===== src/txsq_defs.svh =====
// constants for the transmit status / fifo / sequence register slice
// assumes a 32-bit apb bus, byte addresses, one register per aligned word
// How it works
// - crc flag set while checksum goes out
// - delimiter flag set after start delimiter sent
// - delimiter flag cleared by any reset or receive go
// - with checksum, delimiter clears after last bit
// - reserved status bit 5 written zero, reads zero
// - status bits 4:1 give free slots, reset 8
// - fifo holds eight bytes, 8 empty, 0 full
// - busy set at start until transmission completes
// - clock pin input: busy until both fifos empty
// - writes to transmit status are ignored
// - port write pushes byte, advances write pointer
// - port read pops byte, advances read pointer
// - bit 7 drives receive clock pin when enabled
// - bit 6 drives user6 pin when mux allows
// - bit 5 drives user5 pin when mux allows
// - bit 4 drives link lock pin by mode
// - bit 3 selects register-controlled pin timing
// - bit 2 governs modulation timing of command pin
// - bit 1 sets transmit power enable level
// - bit 0 sets true and complemented command pins
`ifndef TXSQ_DEFS_SVH
`define TXSQ_DEFS_SVH

`define TXSQ_OFF_STATUS 12'h000
`define TXSQ_OFF_FIFO 12'h004
`define TXSQ_OFF_SEQ 12'h008
`define TXSQ_OFF_CMD 12'h00c
`define TXSQ_OFF_MUX 12'h010

`define TXSQ_ST_CRC 7
`define TXSQ_ST_SDD 6
`define TXSQ_ST_RSVD 5
`define TXSQ_ST_FREE_HI 4
`define TXSQ_ST_FREE_LO 1
`define TXSQ_ST_BUSY 0

`define TXSQ_SEQ_RXC 7
`define TXSQ_SEQ_USER6 6
`define TXSQ_SEQ_USER5 5
`define TXSQ_SEQ_LLOCK 4
`define TXSQ_SEQ_RTIM 3
`define TXSQ_SEQ_MOD 2
`define TXSQ_SEQ_PE 1
`define TXSQ_SEQ_CMD 0

`define TXSQ_CMD_START 0
`define TXSQ_CMD_TX_RST 1
`define TXSQ_CMD_RX_RST 2
`define TXSQ_CMD_RX_GO 3
`define TXSQ_CMD_SOFT 4
`define TXSQ_CMD_CORE 5

`define TXSQ_MUX_RXC_EN 0
`define TXSQ_MUX_RXC_FN 1
`define TXSQ_MUX_U6_EN 2
`define TXSQ_MUX_U6_FN 3
`define TXSQ_MUX_U5_EN 4
`define TXSQ_MUX_U5_FN 5
`define TXSQ_MUX_LL_EN 6

`define TXSQ_FIFO_DEPTH 8
`define TXSQ_SEQ_RESET 8'h00
`define TXSQ_MUX_RESET 8'h00

`endif


===== src/txsq_pkg.sv =====
// types for the transmit register slice
// assumes txsq_defs.svh is included by the design files
`default_nettype none
package txsq_pkg;

  // status and requests coming back from the transmit serializer
  typedef struct packed {
    logic pop;
    logic crc_active;
    logic sfd_done;
    logic frame_done;
    logic serial_empty;
    logic tclk_input;
  } txsq_ser_in_t;

  // sequence pin levels toward the pin multiplexer
  typedef struct packed {
    logic reg_timing;
    logic mod_ctl;
    logic pe;
    logic cmd;
    logic cmd_n;
  } txsq_seq_pins_t;

  typedef enum logic [1:0] {
    TXSQ_IDLE,
    TXSQ_SEND,
    TXSQ_DRAIN
  } txsq_state_t;

endpackage
`default_nettype wire


===== src/txsq_regs.sv =====
// transmit status, transmit fifo port and sequence control registers
// assumes a synchronous apb master on pclk and a serializer on the same clock
//
// Added by the designer: the address map and the APB slave port.
`include "txsq_defs.svh"
`default_nettype none
module txsq_regs
  import txsq_pkg::*;
#(
  parameter int DEPTH = `TXSQ_FIFO_DEPTH
)
(
  // clock and reset
  input wire logic pclk,
  input wire logic presetn,
  // apb slave
  input wire logic psel,
  input wire logic penable,
  input wire logic pwrite,
  input wire logic [11:0] paddr,
  input wire logic [31:0] pwdata,
  output logic [31:0] prdata,
  output logic pready,
  output logic pslverr,
  // serializer side
  input wire txsq_ser_in_t ser_in,
  output logic ser_pop_ready,
  output logic [7:0] ser_data,
  output logic ser_data_valid,
  output logic tx_start_pulse,
  output logic tx_abort,
  // mode inputs from the bus interface and plug-and-play logic
  input wire logic isa_mode,
  input wire logic user6_pnp_free,
  input wire logic user5_pnp_free,
  // multiplexed pins, output enable active low
  input wire logic rxc_pin_i,
  output logic rxc_pin_o,
  output logic rxc_pin_oe_n,
  input wire logic user6_pin_i,
  output logic user6_pin_o,
  output logic user6_pin_oe_n,
  input wire logic user5_pin_i,
  output logic user5_pin_o,
  output logic user5_pin_oe_n,
  input wire logic llock_pin_i,
  output logic llock_pin_o,
  output logic llock_pin_oe_n,
  // transmit sequence pins
  output txsq_seq_pins_t seq_pins
);

  //////////////////////////////////////////////////////////////////////////////
  // bus decode

  logic setup;
  logic wr_acc;
  logic hit_status;
  logic hit_fifo;
  logic hit_seq;
  logic hit_cmd;
  logic hit_mux;
  logic mapped;

  assign setup = psel & ~penable;
  assign wr_acc = psel & penable & pwrite;
  assign hit_status = (paddr == `TXSQ_OFF_STATUS);
  assign hit_fifo = (paddr == `TXSQ_OFF_FIFO);
  assign hit_seq = (paddr == `TXSQ_OFF_SEQ);
  assign hit_cmd = (paddr == `TXSQ_OFF_CMD);
  assign hit_mux = (paddr == `TXSQ_OFF_MUX);
  assign mapped = hit_status | hit_fifo | hit_seq | hit_cmd | hit_mux;
  // zero wait states; read data is captured in the setup cycle
  assign pready = 1'b1;
  assign pslverr = psel & penable & ~mapped;

  //////////////////////////////////////////////////////////////////////////////
  // control registers

  logic [7:0] seq;
  logic [7:0] mux;
  logic [5:0] cmd;
  logic start_q;
  logic core_clr;
  logic sdd_clr;

  always_ff @(posedge pclk or negedge presetn)
  begin
    if (!presetn)
      seq <= `TXSQ_SEQ_RESET;
    else if (wr_acc && hit_seq)
      seq <= pwdata[7:0];
  end

  always_ff @(posedge pclk or negedge presetn)
  begin
    if (!presetn)
      mux <= `TXSQ_MUX_RESET;
    else if (wr_acc && hit_mux)
      mux <= pwdata[7:0];
  end

  // reset style bits self clear; the start bit is a held level
  always_ff @(posedge pclk or negedge presetn)
  begin
    if (!presetn)
      cmd <= 6'h0;
    else if (wr_acc && hit_cmd)
      cmd <= pwdata[5:0];
    else
      cmd <= {cmd[5:1] & 5'h0, cmd[`TXSQ_CMD_START]};
  end

  always_ff @(posedge pclk or negedge presetn)
  begin
    if (!presetn)
      start_q <= 1'b0;
    else
      start_q <= cmd[`TXSQ_CMD_START];
  end

  // only a fresh rising edge of the start bit launches a frame
  assign tx_start_pulse = cmd[`TXSQ_CMD_START] & ~start_q;
  assign core_clr = cmd[`TXSQ_CMD_CORE] | cmd[`TXSQ_CMD_SOFT] | cmd[`TXSQ_CMD_TX_RST];
  assign tx_abort = core_clr;
  assign sdd_clr = core_clr | cmd[`TXSQ_CMD_RX_RST] | cmd[`TXSQ_CMD_RX_GO];

  //////////////////////////////////////////////////////////////////////////////
  // transmit fifo

  logic [7:0] mem [DEPTH];
  logic [2:0] wptr;
  logic [2:0] rptr;
  logic [3:0] free;
  logic full;
  logic empty;
  logic push;
  logic apb_pop;
  logic pop;

  assign full = (free == 4'h0);
  assign empty = (free == 4'(DEPTH));
  assign push = wr_acc && hit_fifo && !full;
  // a diagnostic read pops in its setup cycle, ahead of the serializer
  assign apb_pop = setup && !pwrite && hit_fifo && !empty;
  assign ser_pop_ready = !apb_pop && !empty;
  assign pop = apb_pop | (ser_in.pop & ser_pop_ready);
  assign ser_data = mem[rptr];
  assign ser_data_valid = !empty;

  always_ff @(posedge pclk)
  begin
    if (push)
      mem[wptr] <= pwdata[7:0];
  end

  always_ff @(posedge pclk or negedge presetn)
  begin
    if (!presetn)
    begin
      wptr <= 3'h0;
      rptr <= 3'h0;
      free <= 4'h8;
    end
    else if (core_clr)
    begin
      wptr <= 3'h0;
      rptr <= 3'h0;
      free <= 4'(DEPTH);
    end
    else
    begin
      if (push)
        wptr <= wptr + 3'h1;
      if (pop)
        rptr <= rptr + 3'h1;
      if (push && !pop)
        free <= free - 4'h1;
      else if (pop && !push)
        free <= free + 4'h1;
    end
  end

  //////////////////////////////////////////////////////////////////////////////
  // transmit status

  txsq_state_t state;
  logic crc_flag;
  logic sdd_flag;
  logic busy;

  always_ff @(posedge pclk or negedge presetn)
  begin
    if (!presetn)
      state <= TXSQ_IDLE;
    else if (core_clr)
      state <= TXSQ_IDLE;
    else
      case (state)
        TXSQ_IDLE:
          if (tx_start_pulse)
            state <= TXSQ_SEND;
        TXSQ_SEND:
          if (ser_in.frame_done)
            state <= ser_in.tclk_input ? TXSQ_DRAIN : TXSQ_IDLE;
        TXSQ_DRAIN:
          if (empty && ser_in.serial_empty)
            state <= TXSQ_IDLE;
        default:
          state <= TXSQ_IDLE;
      endcase
  end

  assign busy = (state != TXSQ_IDLE);

  always_ff @(posedge pclk or negedge presetn)
  begin
    if (!presetn)
      crc_flag <= 1'b0;
    else
      crc_flag <= ser_in.crc_active & ~core_clr;
  end

  // clears when the checksum ends, so after its last bit
  always_ff @(posedge pclk or negedge presetn)
  begin
    if (!presetn)
      sdd_flag <= 1'b0;
    else if (sdd_clr)
      sdd_flag <= 1'b0;
    else if (ser_in.sfd_done)
      sdd_flag <= 1'b1;
    else if (crc_flag && !ser_in.crc_active)
      sdd_flag <= 1'b0;
  end

  //////////////////////////////////////////////////////////////////////////////
  // pins

  always_comb
  begin
    rxc_pin_o = seq[`TXSQ_SEQ_RXC];
    rxc_pin_oe_n = ~(mux[`TXSQ_MUX_RXC_EN] & ~mux[`TXSQ_MUX_RXC_FN]);
    user6_pin_o = seq[`TXSQ_SEQ_USER6];
    user6_pin_oe_n = ~(mux[`TXSQ_MUX_U6_EN] & ~mux[`TXSQ_MUX_U6_FN]
                       & user6_pnp_free);
    user5_pin_o = seq[`TXSQ_SEQ_USER5];
    user5_pin_oe_n = ~(mux[`TXSQ_MUX_U5_EN] & ~mux[`TXSQ_MUX_U5_FN]
                       & user5_pnp_free);
    // in isa mode the pin is an address input and never driven
    llock_pin_o = seq[`TXSQ_SEQ_LLOCK];
    llock_pin_oe_n = ~(mux[`TXSQ_MUX_LL_EN] & ~isa_mode);
    seq_pins.reg_timing = seq[`TXSQ_SEQ_RTIM];
    seq_pins.mod_ctl = seq[`TXSQ_SEQ_MOD];
    seq_pins.pe = seq[`TXSQ_SEQ_PE];
    seq_pins.cmd = seq[`TXSQ_SEQ_CMD];
    seq_pins.cmd_n = ~seq[`TXSQ_SEQ_CMD];
  end

  //////////////////////////////////////////////////////////////////////////////
  // read data, captured in the setup cycle

  logic [7:0] rd;

  always_comb
  begin
    rd = 8'h00;
    if (hit_status)
      rd = {crc_flag, sdd_flag, 1'b0, free, busy};
    else if (hit_fifo)
      rd = empty ? 8'h00 : mem[rptr];
    else if (hit_seq)
      rd = {rxc_pin_i, user6_pin_i, user5_pin_i, llock_pin_i, seq[3:0]};
    else if (hit_cmd)
      rd = {2'b00, cmd};
    else if (hit_mux)
      rd = mux;
  end

  // status has no write path at all
  always_ff @(posedge pclk or negedge presetn)
  begin
    if (!presetn)
      prdata <= 32'h0000_0000;
    else if (setup && !pwrite)
      prdata <= {24'h00_0000, rd};
  end

endmodule
`default_nettype wire


===== config.mk =====
export PLATFORM = sky130hd
export DESIGN_NAME = txsq_regs
export DESIGN_NICKNAME = d
export VERILOG_FILES = /design/src/txsq_pkg.sv /design/src/txsq_regs.sv
export VERILOG_INCLUDE_DIRS = /design/src
export SDC_FILE = /design/constraint.sdc
export NUM_CORES = 1
export LEC_CHECK = 0
export BUFFER_PORTS_ARGS = -buffer_cell sky130_fd_sc_hd__buf_2
export CAP_MARGIN = 20
export CELL_PAD_IN_SITES_DETAIL_PLACEMENT = 1
export CELL_PAD_IN_SITES_GLOBAL_PLACEMENT = 1
export CORE_MARGIN = 2
export CORE_UTILIZATION = 43
export CTS_BUF_LIST = sky130_fd_sc_hd__clkbuf_16
export DETAILED_ROUTE_END_ITERATION = 6
export GPL_ROUTABILITY_DRIVEN = 0
export PLACE_DENSITY_LB_ADDON = 0.1
export SETUP_SLACK_MARGIN = 0.15
export SYNTH_ARGS = -nofsm -noshare
export SYNTH_HDL_FRONTEND = slang
export SYNTH_SLANG_ARGS = --single-unit

===== constraint.sdc =====
create_clock -name pclk -period 3.1 [get_ports pclk]
set_clock_uncertainty 0.1 [all_clocks]
set_input_delay 0 -clock pclk [delete_from_list [all_inputs] [get_ports pclk]]
set_output_delay 0 -clock pclk [all_outputs]
set_load 0.02 [all_outputs]

==> metrics.txt <==
Crit-path slowest cell=or4_4; GRT Util Overall=20.7%; final setup vio count=0; max-slew violation count=0; Die ar.=12,700 sq um; # H-tree levels=3; Final Util=52.6%; fin crit period=2730 ps; pwr dens=648 nW/um^2; Seq/Total Area, Yosys=60.2%; DR vias=3,238; Synth Instances=353; fillers=1,155; async set-reset flop share out of synthesis=41.3%; Post-CTS Setup Bufs=0; share of layout cells above drive strength 1=35.8%; DR DRC count=0; crit start category=flip-flop; fin nets=520; worst slew pin tran=957 ps; worst hold path depth=4; Slew headroom=35.7%; GR Overflow Total=0; num rows=39; total clock sinks=109; IO Pins=121; Avg Inst Size Synth=14.4 sq um; ANT cells=0; Worst-Skew Late Latency=350 ps; CP max stage delay=580 ps; RSZ-0062 raised after global routing=no; R2R setup slack=370 ps; Fin Setup TNS=0 ps; Hold Crit Class=in2reg; Max Cap Violations=0; Top FF cell, synth=edfxtp_1; clock slew at reported path FFs=70 ps; CP cell instances=or4_4 -> nand4_1 -> nor2_1 -> o21ai_2 -> inv_2 -> ha_1 -> a21o_1 -> a21oi_1 -> or4_4 -> a21oi_2 -> a31oi_1; chip height=113 microns; DIE WIDTH=113 microns; I/O Buffers=71; Worst Path Required=3270 ps; maximum vdd drop=372 uV; Final Cycle Share=88.1%; Crit path arrival time=2900 ps; initial drt markers=100; Netlist Area Pre-Place=5070 sq um; nature of the critical path endpoint=flip-flop; DRT antenna net count=0; Leak Pwr=2.41 nW; most frequent cells in the layout=buf_2, edfxtp_1, dfrtp_1, mux2_2, conb_1; DR WL/cell=20.7 microns; Num CTS Buffers=9; Max clock buf depth=2; Warnings, synthesis=0; first-pass GRT wire length=19,600 microns; Reg2Reg Depth=11; Post-DP HPWL=8780 microns; WS Path Type=reg2reg; commonest non-fill, non-tap cell in the layout=buf_2; CTS tree=done; Initial Utilization=44.2%; DRT Pass-1 Iters=4; EDFF count, synth=64; vias per cell=5.39; Core ar.=11,500 sq um; #FFs+latches synth=109; vias in the first global route=3,370; initial antenna violation count=0; Max Clk Rate=366 MHz; crit-path most repeated cell=or4_4; Area Growth Syn to Fin=19.2%; root buffer cell=clkbuf_16; status=finished clean; Post-Route WL=12,500 microns; largest net degree at the start of global routing=46; Synth cell types=59; CP max FO=7; endpoints failing hold=0
report_power, final:
| part | total (mW) | internal, mW | leakage (nW) | switching (mW) |
|---|---|---|---|---|
| clock network | 1.12 | 0.564 | 0.141 | 0.560 |
| logic | 1.03 | 0.485 | 1.11 | 0.543 |
| registers | 1.76 | 1.60 | 1.17 | 0.156 |
| total | 3.91 | 2.65 | 2.41 | 1.26 |
sequential cells by signal (all words and copies together), names as in the netlist:
signal	count
free	4
cmd	6
prdata	8
wptr	3
start_q	1
mem	64
state	2
sdd_flag	1
rptr	3
crc_flag	1
seq	8
mux	8
metal layers:
metal	GRT usage, %	vias up	routed length, microns
li1	-	1492	-
met4	6.42	0	129
met5	0	-	0
met1	29.2	1661	5650
met2	33.7	76	6290
met3	2.70	9	396
cell families (layout without fill, tap and decap cells):
| kind of cell | Yosys count | in the layout | share of synthesized area [%] |
|---|---|---|---|
| AOI/OAI and AO/OA | 43 | 43 | 6.37 |
| xor gates and xnor gates | 5 | 5 | 0.865 |
| adders and majority gates | 5 | 5 | 1.38 |
| buffers and inverters | 44 | 126 | 5.46 |
| DFF | 109 | 109 | 60.2 |
| muxes | 44 | 44 | 13.3 |
| other | 2 | 25 | 0.148 |
| and+or+nand+nor | 101 | 101 | 12.3 |
cell usage after synthesis, drive strengths merged, types with 2 or more instances:
library cell	number	area share [%]
nor3b	3	0.54
a22oi	9	1.3
clkbuf	5	0.39
a21oi	10	1.1
inv	6	0.44
or4	2	0.44
ha	4	0.99
and4	2	0.35
nor2	23	1.8
mux4	16	7.1
edfxtp	64	38
mux2i	2	0.40
nand2	16	1.2
dfrtp	44	22
nor4	5	1.3
o21ai	4	0.39
o22a	4	0.69
and2	8	0.99
mux2	26	5.8
a31oi	7	0.86
xor2	3	0.52
xnor2	2	0.35
a221oi	2	0.47
buf	33	4.6
nand3b	2	0.30
nor3	16	2.2
nand3	11	1.3
nor4b	2	0.35
nand2b	6	0.74
and3	2	0.35
conb	2	0.15
critical path: cells and delay by family, from the launching register on:
kind                       cells  cell delay (ps)
DFF                            1              480
adders and majority gates      1              290
AOI/OAI and AO/OA              5              470
and+or+nand+nor                4             1220
buffers and inverters          1              110
final cells by class:
cell class / instances / area, sq um / area share (%)
multi-input cells: 223 / 1840 / 30.4
clock inverters: 7 / 61.3 / 1.02
repair buffers: 104 / 663 / 11.0
clock buffers: 9 / 225 / 3.73
inverters: 6 / 22.5 / 0.373
well taps: 143 / 179 / 2.96
flip-flops and latches: 109 / 3050 / 50.5
stage by stage:
stage	total power, mW	cells	worst slack (ps)	instance area, sq um	hold WS [ps]
after global placement	2.80	565	327	5540	140
after floorplan	2.48	376	479	5150	-396
final	3.91	601	369	6040	60.0
after CTS	3.96	599	221	6000	54.5
after global routing	4.11	601	205	6040	91.8
after detailed placement	2.82	565	252	5540	147
final timing paths:
check | startpoint | endpoint
setup reg to reg | free[0] | free[3]
setup / recovery | free[0] | free[3]
hold / removal | paddr[4] | wptr[0]
hold reg to reg | cmd[3] | sdd_flag
min in group asynchronous | presetn | prdata[7]
max in group asynchronous | presetn | free[3]
repair_timing:
action                                  in CTS  in global routing
hold buffers                                18                  1
hold endpoints to repair                   135                 10
endpoints found under the setup margin       0                  1
gates resized for setup                      0                  2
Power figures use the tool's default switching activity.
